### src/rtl/hbp_pkg.sv
// Package: constants and types for the host bus port
package hbp_pkg;
  localparam int ADDR_W = 4;
  localparam int DATA_W = 8;
  localparam int NUM_REGS = 16;
  localparam int NUM_IRQ = 4;
  localparam logic [3:0] STATUS_ADDR = 4'hF;
  localparam logic [3:0] MASK_ADDR = 4'h7;
  localparam logic [DATA_W-1:0] REG_RESET = 8'h00;
  localparam logic [DATA_W-1:0] MASK_RESET = 8'h00;
  localparam logic [DATA_W-1:0] DATA_ZERO = 8'h00;
  localparam logic [ADDR_W-1:0] ADDR_ZERO = 4'h0;
  localparam logic [NUM_IRQ-1:0] IRQ_ZERO = 4'h0;
  // Status bits 3:0 are the sticky flags, mask bits 3:0 enable them
  localparam int IRQ_LSB = 0;
  typedef enum logic [1:0] {
    HBP_IDLE = 2'b00,
    HBP_READ = 2'b01,
    HBP_WRITE = 2'b10
  } hbp_state_t;
endpackage

### src/rtl/hbp_sync_if.sv
// Interface: synchronised host strobes and address between sync and core
`timescale 1ns/1ps
`default_nettype none
interface hbp_sync_if;
  logic cs_n;
  logic rd_n;
  logic wr_n;
  logic ale;
  logic [3:0] addr_pins;
  logic [3:0] ad_low;
  logic [7:0] data_in;
  logic rst_n;
  logic fs;
  modport src (output cs_n, rd_n, wr_n, ale, addr_pins, ad_low, data_in, rst_n, fs);
  modport dst (input cs_n, rd_n, wr_n, ale, addr_pins, ad_low, data_in, rst_n, fs);
endinterface
`default_nettype wire

### src/rtl/hbp_port.sv
// Parallel host port: address latch, register file, read latch, interrupt pin
//
// What this block does
// Drive interrupt low when a flagged status bit is enabled by its mask.
// Hold interrupt asserted until host finishes reading the status register.
// After that read, float interrupt unless a new event arrived during it.
// Four address lines pick the register, line zero is least significant.
// Muxed host holds address stable before latch strobe falls.
// Non-muxed host ties latch strobe high and holds address whole access.
// Eight-bit bidirectional non-inverting tristate bus, direction by strobes.
// Muxed host puts address on low data lines with the latch strobe.
// Data bus floats whenever chip select is inactive.
// Board ties address inputs to low data lines in muxed operation.
// Host drives data while select and write low; captured on write rise.
// Device drives addressed register while select and read are low.
// Register access only while chip select is low.
// Address latch transparent while strobe high, holds on falling edge.
// Reset pin low floats every output and loads register defaults.
// After reset rises, stay partly reset until a frame-sync pulse.
// Registers occupy sixteen consecutive host addresses.
// Read data is latched at read start, later changes do not reach bus.
// Status bits set whatever the mask; masks only gate the pin.
// Location fifteen is read-only status; completed read clears the bits it returned.
// Host strobes synchronised to the clock before updating any state.
`timescale 1ns/1ps
`default_nettype none
module hbp_port (
  input wire logic clk,
  input wire logic sys_rst,
  input wire logic clk_en,
  input wire logic cs_n,
  input wire logic rd_n,
  input wire logic wr_n,
  input wire logic ale,
  input wire logic [hbp_pkg::ADDR_W-1:0] reg_select_lines,
  input wire logic [hbp_pkg::DATA_W-1:0] muxed_addr_data_bus_in,
  output logic [hbp_pkg::DATA_W-1:0] muxed_addr_data_bus_out,
  output logic muxed_addr_data_bus_oe,
  output logic irq_n_out,
  output logic irq_n_oe,
  input wire logic reset_n,
  input wire logic frame_sync_pulse,
  input wire logic [hbp_pkg::NUM_IRQ-1:0] irq_events,
  output logic [hbp_pkg::DATA_W-1:0] wr_data,
  output logic [hbp_pkg::ADDR_W-1:0] wr_addr,
  output logic wr_pulse,
  output logic fully_released
);
  import hbp_pkg::*;

  hbp_sync_if sif ();

  // All host pins cross through two flops first; irq_events goes straight to status
  hbp_sync u_sync (
    .clk(clk),
    .sys_rst(sys_rst),
    .clk_en(clk_en),
    .cs_n(cs_n),
    .rd_n(rd_n),
    .wr_n(wr_n),
    .ale(ale),
    .reg_select_lines(reg_select_lines),
    .bus_in(muxed_addr_data_bus_in),
    .reset_n(reset_n),
    .frame_sync_pulse(frame_sync_pulse),
    .s(sif)
  );

  // Decode helper used for both read and write hits
  function automatic logic is_status(input logic [ADDR_W-1:0] a);
    return a == STATUS_ADDR;
  endfunction

  hbp_state_t state;
  hbp_state_t next_state;
  logic [ADDR_W-1:0] addr_latch;
  logic [ADDR_W-1:0] next_addr_latch;
  logic [DATA_W-1:0] regs [NUM_REGS];
  logic [DATA_W-1:0] next_regs [NUM_REGS];
  logic [NUM_IRQ-1:0] status;
  logic [NUM_IRQ-1:0] next_status;
  logic [NUM_IRQ-1:0] rd_snap;
  logic [NUM_IRQ-1:0] next_rd_snap;
  logic [DATA_W-1:0] rd_hold;
  logic [DATA_W-1:0] next_rd_hold;
  logic [DATA_W-1:0] wdat;
  logic [DATA_W-1:0] next_wdat;
  logic released;
  logic next_released;
  logic wpulse;
  logic next_wpulse;
  logic [DATA_W-1:0] next_bus_out;
  logic next_bus_oe;
  logic next_irq_oe;
  logic [ADDR_W-1:0] addr_mux;
  logic rd_act;
  logic wr_act;

  // Pass-through address while strobe high; muxed hosts wire pins to AD
  assign addr_mux = sif.ale ? sif.addr_pins : addr_latch;
  assign rd_act = !sif.cs_n && !sif.rd_n;
  assign wr_act = !sif.cs_n && !sif.wr_n;

  // Next-state for access, registers, status and pins
  always_comb begin
    next_state = state;
    next_addr_latch = addr_mux;
    next_regs = regs;
    next_status = status | irq_events; // set regardless of mask
    next_rd_snap = rd_snap;
    next_rd_hold = rd_hold;
    next_wdat = wdat;
    next_wpulse = 1'b0;
    next_released = released;
    next_bus_out = muxed_addr_data_bus_out;
    next_bus_oe = 1'b0;
    if (sif.fs && sif.rst_n) begin
      next_released = 1'b1;
    end
    unique case (state)
      HBP_IDLE: begin
        if (rd_act) begin
          next_state = HBP_READ;
          // Snapshot so later changes during the cycle stay off the bus
          if (is_status(addr_mux)) begin
            next_rd_hold = {{(DATA_W-NUM_IRQ){1'b0}}, status};
            next_rd_snap = status;
          end else begin
            next_rd_hold = regs[addr_mux];
            next_rd_snap = IRQ_ZERO;
          end
        end else if (wr_act) begin
          next_state = HBP_WRITE;
        end
      end
      HBP_READ: begin
        next_bus_oe = rd_act;
        next_bus_out = rd_hold;
        if (!rd_act) begin
          next_state = HBP_IDLE;
          // Clear only what was read; new events during read survive
          next_status = (status & ~rd_snap) | irq_events;
          next_rd_snap = IRQ_ZERO;
        end
      end
      HBP_WRITE: begin
        next_wdat = sif.data_in;
        if (!wr_act) begin
          // Capture on the strobe's rising edge, status is read-only
          next_state = HBP_IDLE;
          next_wpulse = !is_status(addr_latch);
          if (!is_status(addr_latch)) begin
            next_regs[addr_latch] = wdat;
          end
        end
      end
      default: next_state = HBP_IDLE;
    endcase
    // Chip select gone or reset pin low floats the bus
    if (sif.cs_n || !sif.rst_n) begin
      next_bus_oe = 1'b0;
    end
    // Pin low while any enabled flag pends; otherwise float
    next_irq_oe = sif.rst_n && |(next_status & regs[MASK_ADDR][NUM_IRQ-1:0]);
    // Reset pin loads defaults and drops release until next frame sync
    if (!sif.rst_n) begin
      for (int i = 0; i < NUM_REGS; i++) begin
        next_regs[i] = REG_RESET;
      end
      next_status = IRQ_ZERO;
      next_released = 1'b0;
      next_state = HBP_IDLE;
      next_wpulse = 1'b0;
    end
  end

  // State registers, frozen when clock enable is low
  always_ff @(posedge clk or posedge sys_rst) begin
    if (sys_rst) begin
      state <= HBP_IDLE;
      addr_latch <= ADDR_ZERO;
      for (int i = 0; i < NUM_REGS; i++) begin
        regs[i] <= REG_RESET;
      end
      status <= IRQ_ZERO;
      rd_snap <= IRQ_ZERO;
      rd_hold <= DATA_ZERO;
      wdat <= DATA_ZERO;
      wpulse <= 1'b0;
      released <= 1'b0;
      muxed_addr_data_bus_out <= DATA_ZERO;
      muxed_addr_data_bus_oe <= 1'b0;
      irq_n_oe <= 1'b0;
    end else if (clk_en) begin
      state <= next_state;
      addr_latch <= next_addr_latch;
      regs <= next_regs;
      status <= next_status;
      rd_snap <= next_rd_snap;
      rd_hold <= next_rd_hold;
      wdat <= next_wdat;
      wpulse <= next_wpulse;
      released <= next_released;
      muxed_addr_data_bus_out <= next_bus_out;
      muxed_addr_data_bus_oe <= next_bus_oe;
      irq_n_oe <= next_irq_oe;
    end
  end

  // Open-drain style: level is always low, enable does the work
  always_ff @(posedge clk or posedge sys_rst) begin
    if (sys_rst) begin
      irq_n_out <= 1'b0;
      wr_data <= DATA_ZERO;
      wr_addr <= ADDR_ZERO;
      wr_pulse <= 1'b0;
      fully_released <= 1'b0;
    end else if (clk_en) begin
      irq_n_out <= 1'b0;
      wr_data <= wdat;
      wr_addr <= addr_latch;
      wr_pulse <= wpulse;
      fully_released <= released;
    end
  end
endmodule
`default_nettype wire

### src/rtl/hbp_sync.sv
// Two-flop synchroniser for every host pin entering the clock domain
`timescale 1ns/1ps
`default_nettype none
module hbp_sync (
  input wire logic clk,
  input wire logic sys_rst,
  input wire logic clk_en,
  input wire logic cs_n,
  input wire logic rd_n,
  input wire logic wr_n,
  input wire logic ale,
  input wire logic [3:0] reg_select_lines,
  input wire logic [7:0] bus_in,
  input wire logic reset_n,
  input wire logic frame_sync_pulse,
  hbp_sync_if.src s
);
  import hbp_pkg::*;
  localparam int W = 24;
  // Strobes and latch enable idle high; device reset and frame sync idle low
  localparam logic [W-1:0] SYNC_IDLE = 24'hF00000;
  logic [W-1:0] meta;
  logic [W-1:0] stable;
  logic [W-1:0] next_meta;
  logic [W-1:0] next_stable;

  // Strobes idle high so reset to ones; first stage only feeds second
  always_comb begin
    next_meta = meta;
    next_stable = stable;
    if (clk_en) begin
      next_meta = {cs_n, rd_n, wr_n, ale, reg_select_lines, bus_in[3:0], bus_in,
                   reset_n, frame_sync_pulse, 2'b00};
      next_stable = meta;
    end
  end

  always_ff @(posedge clk or posedge sys_rst) begin
    if (sys_rst) begin
      meta <= SYNC_IDLE;
      stable <= SYNC_IDLE;
    end else begin
      meta <= next_meta;
      stable <= next_stable;
    end
  end

  assign s.cs_n = stable[23];
  assign s.rd_n = stable[22];
  assign s.wr_n = stable[21];
  assign s.ale = stable[20];
  assign s.addr_pins = stable[19:16];
  assign s.ad_low = stable[15:12];
  assign s.data_in = stable[11:4];
  assign s.rst_n = stable[3];
  assign s.fs = stable[2];
endmodule
`default_nettype wire

### config.mk
export PLATFORM = sky130hd
export DESIGN_NAME = hbp_port
export DESIGN_NICKNAME = d
export VERILOG_FILES = /design/src/rtl/hbp_pkg.sv /design/src/rtl/hbp_sync_if.sv /design/src/rtl/hbp_port.sv /design/src/rtl/hbp_sync.sv
export SDC_FILE = /design/constraint.sdc
export NUM_CORES = 1
export LEC_CHECK = 0
export BUFFER_PORTS_ARGS = -buffer_cell sky130_fd_sc_hd__buf_2
export CAP_MARGIN = 20
export CORE_UTILIZATION = 55
export CTS_CLUSTER_SIZE = 12
export DETAILED_ROUTE_END_ITERATION = 7
export MAX_ROUTING_LAYER = met4
export PLACE_DENSITY = 0.73
export SLEW_MARGIN = 20
export SYNTH_ARGS = -nofsm -noshare
export SYNTH_HDL_FRONTEND = slang
export SYNTH_SLANG_ARGS = --single-unit
### constraint.sdc
create_clock -name clk -period 6.4 [get_ports clk]
set_clock_uncertainty 0.2 [all_clocks]
set_input_delay 0.32 -clock clk [delete_from_list [all_inputs] [get_ports clk]]
set_output_delay 0.32 -clock clk [all_outputs]
set_load 0.005 [all_outputs]
Word-level counts from Yosys, hierarchy flattened
Cells that the tools add are included.

Magnitude comparators: 3. Eq/ne operators: 13. Muxes and demuxes: 32. Bitwise logic cells: 7. Reduce and logical (&&, ||, !) cells: 21.

Operator list (count): $mux 128 (4); $bwmux 128 (1); $bmux 8 s4 (1); $demux 8 s4 (1); $mux 8 (4); $mux 4 (7); $ne 2x2->1 const B (6); $reduce_and 4->1 (3); $ge 5x5->1 const B (2); $mux 2 (5); $not 4->5 (2); $and 4x4->4 (2); $eq 4x4->1 const B (2); $or 4x4->4 (2); $pmux 4 s2 (1); $mux 1 (7); $ne 3x3->1 const B (2); $pmux 2 s3 (1); $reduce_and 2->1 (3); $logic_and 1x1->1 (5); $logic_not 1->1 (5); $lt 5x1->1 const B (1); $ne 4x4->1 const B (1); $not 4->4 (1); other kinds (7) (7).

Flip-flop bits (word level): 228. Input bits: 25. Output and inout port bits: 25. Logic and storage cells: 109.

Longest topological paths before layout
Gate-level depths: netlist of the first run.

Depth after elaboration: 10. Depth in mapped cells: 9. Depth with buffers taken out: 5.

Hierarchy
Synthesis of the first run repeated with hierarchy kept, for this count alone.

Cells, all modules: 800. Area, all modules: 9735.6 um2.

By module, submodules not included: hbp_port (times used 1, cells an instance 719, area an instance 8201.6 um2, seq. area each 4429.2 um2); hbp_sync (times used 1, cells an instance 81, area an instance 1534.0 um2, seq. area each 910.9 um2).

Worst setup path after synthesis of the first run
Ideal clock, no wire load.

Path type: register to register. From: register u_sync.stable[20]. To: register rd_hold[0]. Library setup time: 139 ps. Arrival: 1817 ps. Data required time: 6061 ps. Slack: 4244 ps. Cell stages (with the launch flop): 8. Buffers on the path: 2. Clock period less this slack: 2156 ps. Cells stage by stage: dfstp_2 > buf_6 > mux2_2 > buf_4 > mux4_2 > nor2b_1 > a21oi_1 > a31oi_1.

Cells in the longest elaborated chain, start to end: 6. Elaborated cells between the ends (all ways): 7. Those cells by class: eq/ne (1); mux (5); bitwise (1).

RTL lines: start, declared (line hbp_sync.sv:23) `logic [W-1:0] stable;`; start signal, assigned (line hbp_sync.sv:44) `stable <= next_stable;`; $mux 4 (*) (line hbp_port.sv:100) `assign addr_mux = sif.ale ? sif.addr_pins : addr_latch;`; $not 4->5 (implied by the code) (line hbp_port.sv:129) `next_rd_hold = regs[addr_mux];`; $bmux 8 s4 (line hbp_port.sv:129); $mux 8 (implied by the code) (2 in a row) (line hbp_port.sv:129); $mux 8 (*) (line hbp_port.sv:125) `if (is_status(addr_mux)) begin`; end signal, assigned (line hbp_port.sv:200) `rd_hold <= next_rd_hold;`; end, declared (line hbp_port.sv:84) `logic [DATA_W-1:0] rd_hold;`.

Every way passes the cells marked *; elsewhere a longest branch is shown, timed or not. The select of a mux whose other input is x is not followed. A chain may end at the register's enable or synchronous reset.

Worst setup path in the final report of the first run
From: register u_sync.stable[20]. To: register rd_hold[4].

Same word-level chain as after synthesis.

==> results of run 1 <==
[flip-flops by register name (all words and copies together), names as in the netlist]
register	flops
addr_latch	4
status	4
state	2
wpulse	1
wr_data	8
rd_snap	4
irq_n_oe	1
u_sync.meta	18
rd_hold	8
wdat	8
wr_pulse	1
wr_addr	4
muxed_addr_data_bus_oe	1
fully_released	1
released	1
muxed_addr_data_bus_out	8
u_sync.stable	18
regs	125
[power groups by stage]
stage	logic, W	clock network [W]	registers, W
finish	0.000781	0.00136	0.00170
global route	0.000842	0.00143	0.00172
CTS	0.000771	0.00138	0.00170
detailed placement	0.000758	0	0.00172
global placement	0.000747	0	0.00172
floorplan	0.000571	0	0.00164
[worst max-delay path: stages (launching register included)]
cell	delay [ns]
sky130_fd_sc_hd__dfstp_2	1.11
sky130_fd_sc_hd__mux2i_1	0.99
sky130_fd_sc_hd__mux2i_1	0.33
sky130_fd_sc_hd__mux2i_1	0.13
sky130_fd_sc_hd__o22ai_1	0.38
sky130_fd_sc_hd__o21ai_0	0.15
[layer usage]
layer | vias up | global-route usage [%] | wire length [microns]
met5 | - | - | 0
met4 | 0 | 10.6 | 743
met3 | 53 | 6.26 | 2010
met2 | 340 | 45.2 | 12300
met1 | 3744 | 43.6 | 11600
li1 | 3158 | - | -
[final timing paths]
path / end / startpoint / cells past startpoint / slack, ns
worst min-delay path: rd_hold[7] / rd_hold[7] / 2 / 0.28
min in group asynchronous: regs[116] / sys_rst / 4 / 0.35
worst max register to register: rd_hold[4] / u_sync.stable[20] / 5 / 2.94
max in group asynchronous: wr_addr[3] / sys_rst / 5 / 4.18
worst max-delay path: rd_hold[4] / u_sync.stable[20] / 5 / 2.94
worst min register to register: rd_hold[7] / rd_hold[7] / 2 / 0.28
[cell families (layout without fill, tap and decap cells)]
family | count (synthesis) | after routing | share of synthesized area, %
AO/OA/AOI/OAI | 261 | 261 | 20.2
XOR/XNOR | 1 | 1 | 0.0886
flip-flops | 217 | 217 | 55.0
AND/OR/NAND/NOR | 148 | 148 | 7.11
other | 1 | 1 | 0.0379
multiplexers | 115 | 115 | 13.7
buffers and inverters | 77 | 131 | 3.82
[cell usage in the layout (no fill, tap or decap), drive strengths merged, types with 9 or more instances in the layout]
cell type	instances
o21ai	31
nor2	52
buf	55
a21o	16
o2bb2ai	120
o21bai	12
dlygate4sd3	23
inv	9
nand3	15
mux2i	34
nand2	44
o211ai	12
mux2	74
a31oi	14
dfrtp	209
a21oi	20
nor2b	11
o221ai	12
clkbuf	36
[metrics by stage]
step	power [W]	util, %
2_1_floorplan	0.00221	-
3_3_place_gp	0.00246	58.2
3_5_place_dp	0.00248	58.2
4_1_cts	0.00385	64.0
5_1_grt	0.00400	64.0
6_report	0.00384	64.0
[final cells by class]
class / count / area (sq um) / area share, %
repair buffers: 78 / 527 / 4.72
clock buffers: 36 / 726 / 6.51
well taps: 225 / 282 / 2.52
multi-input cells: 526 / 4070 / 36.5
inverters: 12 / 48.8 / 0.437
clock inverters: 5 / 65.1 / 0.583
flip-flops and latches: 217 / 5440 / 48.8
==> metrics.yaml, run 1 <==
sta:
  rsz0062_at_grt: "false"
  min_period_over_period_pct: 54.0
  setup-tns-final_ns: 0
  fin_ws_ns: 2.94
  final-setup-viol-count: 0
  post_route_hold_slack_ns: 0.279
  timing.final.crit_period_ns: 3.46
  clock.fmax_ghz: 0.289
  maxSlewHeadroom_pct: 23.6
  report.final.slew_viol_count: 0
  finalHoldViolCount: 0
  tightestPinTransition_ns: 1.11
placement:
  dpl_cell_area_sq_um: 10100
  gp_congestion: 0.947
  detailed_place_hpwl_microns: 17700
  numPlacedInstances: 1035
  placement.setup.worst_slack_ns: 2.97
  io_buffers: 48
yosys:
  synthMostInstantiatedCell: "sky130_fd_sc_hd__dfrtp_1"
  edff_count_synth: 0
  leading_post_synthesis_cells_by_cell_area: "sky130_fd_sc_hd__dfrtp_1, sky130_fd_sc_hd__o2bb2ai_1, sky130_fd_sc_hd__mux2_2, sky130_fd_sc_hd__mux2i_1, sky130_fd_sc_hd__dfstp_2"
  netlist_area_sq_um: 9880
  netlist.top_cell.by_area: "sky130_fd_sc_hd__dfrtp_1"
  ys_dominant_reg_cell: "sky130_fd_sc_hd__dfrtp_1"
  synth-seq-cells: 217
  yosysUniqueCellTypes: 49
  synth-async-reset-ratio_pct: 100
  post-synth-top-area-fraction_pct: 52.9
  synthesis.instances: 820
  synth_seq_area_share_pct: 55.0
  syn-num-nets: 845
  synth.top_cells.by_count: "sky130_fd_sc_hd__dfrtp_1, sky130_fd_sc_hd__o2bb2ai_1, sky130_fd_sc_hd__mux2_2, sky130_fd_sc_hd__nor2_1, sky130_fd_sc_hd__nand2_1"
  syn_area_per_cell_sq_um: 12.1
  yosysWarningCount: 0
cells_and_area:
  fill_cells: 1298
  area_growth_syn_to_layout_pct: 12.8
  fin_area_sq_um: 11200
  finish.net_count: 884
  share_of_cells_above_drive_strength_1_pct: 21.6
  final-instance-count-excl-fill: 1099
  diodes: 0
pwr:
  powerDensity_nw_per_um2: 344
  p_leak_nw: 4.81
  share_comb_of_total_power_pct: 20.3
  cellInternalPower_w: 0.00268
  sw_frac_of_total_pct: 30.1
  power.share.sequential_pct: 44.2
  vdd.ir_drop.worst_v: 0.000251
  clock_power_share_pct: 35.5
  net-switching-power_w: 0.00116
cts:
  cts.sinks: 217
  post-cts-setup-buffer-count: 0
  clk_path_buf_depth: 3
  numCtsBuffers: 24
  cts_tree: "done"
  post_cts_resize_count: 0
  cts.root.buffer_cell: "sky130_fd_sc_hd__clkbuf_16"
  worst_skew_pair.late_latency_ns: 0.52
  holdBufCountCts: 23
  h_tree_depth: 1
  clk_pin_slew_ns: 0.06
floorplan:
  die_y_microns: 136
  die_area_sq_um: 18500
  die_width_microns: 136
  row_count: 48
  core_sq_um: 17400
  io-pin-count: 50
  start_util_pct: 56.8
grt:
  grt_antenna_before_repair: 0
  largest_net_degree_at_the_start_of_global_routing: 85
  grt_util_all_layers_pct: 31.1
  globalRoute.totalOverflow: 0
  grt_pass1_wl_microns: 42200
  first_global_vias: 7314
critical_path:
  worstSetupEndpointType: "register"
  cp.arrival_ns: 3.64
  worst-setup-path-type: "reg -> reg"
  maximum_net_fanout_on_the_critical_path: 39
  worst_setup_path_start_kind: "register"
  worstPathRequired_ns: 6.58
detailed_routing:
  vias_per_cell: 6.64
  via_count: 7295
  total_detailed_routing_wirelength_microns: 26700
  remaining_drc_errors: 0
  ant_nets: 0
  routed_wire_length_per_instance_microns: 24.3
  drt_iter0_drc: 697
  first_pass_iters: 5
min_path:
  hp-class: "reg -> reg"
run_status:
  status: "finished clean"
run:
  cap_viol_max_count: 0
Power figures use the tool's default switching activity.
==> inputs of run 2 (changes only) <==
--- a/config.mk
+++ b/config.mk
@@ -5,6 +5,7 @@
 export SDC_FILE = /design/constraint.sdc
 export NUM_CORES = 1
 export LEC_CHECK = 0
+export ABC_AREA = 1
 export BUFFER_PORTS_ARGS = -buffer_cell sky130_fd_sc_hd__buf_2
 export CAP_MARGIN = 20
 export CORE_UTILIZATION = 55
==> constraint.sdc (replaced) <==
create_clock -name clk -period 3.15 [get_ports clk]
set_clock_uncertainty 0.2 [all_clocks]
set_input_delay 0.1575 -clock clk [delete_from_list [all_inputs] [get_ports clk]]
set_output_delay 0.1575 -clock clk [all_outputs]
set_load 0.005 [all_outputs]
==> metrics.yaml, run 2 <==
pwr:
  vdd.ir_drop.worst_v: 0.000560  # +120%
  p_leak_nw: 5.39  # +12%
  post-layout-total-power_w: 0.00746  # +94%
  powerDensity_nw_per_um2: 665  # +93%
floorplan:
  die_y_microns: 136  # -0.39%
  row_count: 48  # unchanged
  die_area_sq_um: 18400  # -0.78%
  start_util_pct: 56.5  # -0.25 points
  core_sq_um: 17400  # -0.35%
  io-pin-count: 50  # unchanged
  die_width_microns: 136  # -0.39%
cts:
  numCtsBuffers: 24  # unchanged
  clk_pin_slew_ns: 0.06  # about the same
  h_tree_depth: 1  # unchanged
  cts.sinks: 218  # +0.46%
  worst_skew_pair.late_latency_ns: 0.54  # +0.02 ns
  cts.root.buffer_cell: "sky130_fd_sc_hd__clkbuf_16"
  cts_tree: "done"
  clk_path_buf_depth: 3  # unchanged
  post_cts_resize_count: 0  # unchanged
yosys:
  synth.top_cells.by_count: "sky130_fd_sc_hd__nand2_1, sky130_fd_sc_hd__dfrtp_1, sky130_fd_sc_hd__inv_1, sky130_fd_sc_hd__o22ai_1, sky130_fd_sc_hd__nand3_1"
  netlist.top_cell.by_area: "sky130_fd_sc_hd__dfrtp_1"
  synth_compound_area_share_pct: 14.9  # -5.3 points
  yosysUniqueCellTypes: 33  # -33%
  syn_area_per_cell_sq_um: 8.56  # -29%
  dominant_combinational_cell_family_by_area_after_synthesis: "simple AND/OR/NAND/NOR gates"
  synth-xor-area-share_pct: 0  # -0.089 points
  synthMostInstantiatedCell: "sky130_fd_sc_hd__nand2_1"
  synth-seq-cells: 218  # +0.46%
  post_synth_mux_area_share_pct: 0.230  # -13 points
  leading_post_synthesis_cells_by_cell_area: "sky130_fd_sc_hd__dfrtp_1, sky130_fd_sc_hd__nand2_1, sky130_fd_sc_hd__o22ai_1, sky130_fd_sc_hd__inv_1, sky130_fd_sc_hd__nand3_1"
  netlist_area_sq_um: 9810  # -0.78%
  post-synth-top-area-fraction_pct: 53.6  # +0.67 points
  syn-num-nets: 1170  # +38%
  synth_seq_area_share_pct: 55.7  # +0.69 points
  edff_count_synth: 0  # unchanged
  synthesis.instances: 1145  # +40%
  synthesized_area_fraction_occupied_by_and_or_nand_nor_cells_pct: 19.5  # +12 points
  ys_dominant_reg_cell: "sky130_fd_sc_hd__dfrtp_1"
  yosysWarningCount: 0  # unchanged
  synth-async-reset-ratio_pct: 100  # unchanged
  yosys.area_share.adder_pct: 0  # unchanged
cells_and_area:
  diodes: 0  # unchanged
  finish.net_count: 1233  # +39%
  registers_with_the_most_flip_flops: "regs (126), u_sync.meta (18), u_sync.stable (18)"
  final_util_pct: 64.6  # +0.56 points
  share_of_cells_above_drive_strength_1_pct: 12.4  # -9.2 points
  registers.top_by_ff_count: "regs"
  largest_register_ff_count: 126  # +0.80%
  layout.cells.most_common_list: "sky130_fd_sc_hd__nand2_1, sky130_fd_sc_hd__dfrtp_1, sky130_fd_sc_hd__inv_1, sky130_fd_sc_hd__o22ai_1, sky130_fd_sc_hd__nand3_1"
  area_growth_syn_to_layout_pct: 14.3
  layout.cells.most_common: "sky130_fd_sc_hd__nand2_1"
sta:
  tightestPinTransition_ns: 1.03  # -0.0869 ns
  finalHoldViolCount: 0  # unchanged
  maxSlewHeadroom_pct: 31.5  # +7.9 points
  final-setup-viol-count: 0  # unchanged
  rsz0062_at_grt: "false"
  report.final.slew_viol_count: 0  # unchanged
  min_period_over_period_pct: 79.4  # +25 points
  clock.fmax_ghz: 0.400  # +38%
  timing.final.crit_period_ns: 2.50  # -0.954 ns
  post_route_hold_slack_ns: 0.161  # -0.118 ns
detailed_routing:
  drt-met1-wl_microns: 11700  # about the same
  drt_iter0_drc: 880  # +26%
  ant_nets: 0  # unchanged
  routed-wl-met2_microns: 11500  # -6.9%
  remaining_drc_errors: 0  # unchanged
  top_signal_layer_used: "met4"
  first_pass_iters: 8  # +3
  routed_wire_length_per_instance_microns: 18.0  # -26%
  detailroute.wirelength.met3_microns: 1950  # -2.6%
  vias_per_cell: 5.68  # -14%
  total_detailed_routing_wirelength_microns: 26100  # -2.4%
  via_count: 8234  # +13%
critical_path:
  worstSetupEndpointType: "register"
  worst_setup_path_start_kind: "register"
  worstReg2RegEnd: "rd_hold[3]"
  worst_r2r_startpoint: "u_sync.stable[20]"
  reg2reg_setup_slack_ns: 0.65  # -2.30 ns
  cp.arrival_ns: 2.75  # -0.89 ns
  worstPathRequired_ns: 3.40  # -3.18 ns
  worst-setup-path-type: "reg -> reg"
  maximum_net_fanout_on_the_critical_path: 20  # -49%
  reg2regPathDepth: 8  # +3
grt:
  largest_net_degree_at_the_start_of_global_routing: 113  # +33%
  globalRoute.totalOverflow: 0  # unchanged
  grt_pass1_wl_microns: 42200  # unchanged
  grt_antenna_before_repair: 0  # unchanged
  grt_util_all_layers_pct: 30.7  # -0.40 points
  first_global_vias: 7891  # +7.9%
placement:
  gp_congestion: 0.934  # -1.3%
  detailed_place_hpwl_microns: 15900  # -10%
  io_buffers: 48  # unchanged
run_status:
  status: "finished clean"
min_path:
  worst_hold_path.num_cells: 4  # +2
  hold-path-endpoint: "u_sync.meta[12]"
  hp-start: "muxed_addr_data_bus_in[0]"
  hp-class: "in -> reg"
run:
  cap_viol_max_count: 0  # unchanged
run 2: cell types whose count changed after synthesis, sizes merged, moves of 36 or more:
| cell | delta |
|---|---|
| nand2 | +271 |
| inv | +171 |
| o2bb2ai | -120 |
| o22ai | +115 |
| nand3 | +91 |
| mux2 | -72 |
| o21ai | +36 |
run 2: logic make-up (layout without fill, tap and decap cells):
family	Yosys count	in the layout
buf+inv	233	312
mux	2	2
flops	218	218
simple gates	458	458
other cells	1	1
compound gates	233	233
run 2: what timing repair did:
action | CTS | global route
buffers inserted | 0 | 0
endpoints found under the hold margin | 243 | 0
hold buffers | 28 | 0
run 2: per-layer routing:
layer | up-vias | GRT usage [%]
met1 | 3928 | 43.5
met3 | 75 | 5.20
li1 | 3864 | -
met2 | 367 | 44.2
met5 | - | -
met4 | 0 | 12.0
run 2: area by class of cell:
class                      instances  area [sq um]
fill                            1440          6140
sequential                       218          5470
multi-input combinational        694          3400
clock buffer                      38           693
inverter                         182           688
timing repair buffer              88           648
tap                              225           282
clock inverter                     4          33.8
run 2: worst max-delay path by stage:
stage	startpoint	endpoint	slack [ns]	cells after the start
3_3_place_gp	u_sync.stable[20]	rd_hold[3]	0.78	8
6_report	u_sync.stable[20]	rd_hold[3]	0.65	8
5_1_grt	u_sync.stable[20]	rd_hold[1]	0.51	8
4_1_cts	u_sync.stable[20]	rd_hold[3]	0.72	8
2_1_floorplan	sys_rst	addr_latch[0]	-0.04	1
3_5_place_dp	u_sync.stable[20]	rd_hold[3]	0.76	8
run 2: per-stage QoR:
step | std cells | setup TNS, ns | instance area [sq um] | worst slack, ns
finish | 1449 | 0 | 11200 | 0.647
global route | 1449 | 0 | 11200 | 0.509
CTS | 1449 | 0 | 11200 | 0.718
detailed placement | 1379 | 0 | 10200 | 0.758
global placement | 1379 | 0 | 10200 | 0.781
floorplan | 1145 | -8.63 | 9810 | -0.0411
run 2: critical path: stages (launching register included):
cell and delay (ns):
sky130_fd_sc_hd__dfstp_2 0.45, sky130_fd_sc_hd__o21ai_2 0.83, sky130_fd_sc_hd__buf_4 0.37, sky130_fd_sc_hd__nand3_1 0.11
sky130_fd_sc_hd__nand3_1 0.09, sky130_fd_sc_hd__nand3_1 0.07, sky130_fd_sc_hd__nand2_1 0.11, sky130_fd_sc_hd__nand2_1 0.06
sky130_fd_sc_hd__a21oi_2 0.12
run 2: power breakdown:
group / switching, W / internal (W) / total, W
Clock: 0.00111 / 0.00150 / 0.00262
Sequential: 0.000189 / 0.00308 / 0.00327
Combinational: 0.00107 / 0.000501 / 0.00157
Total: 0.00237 / 0.00509 / 0.00746
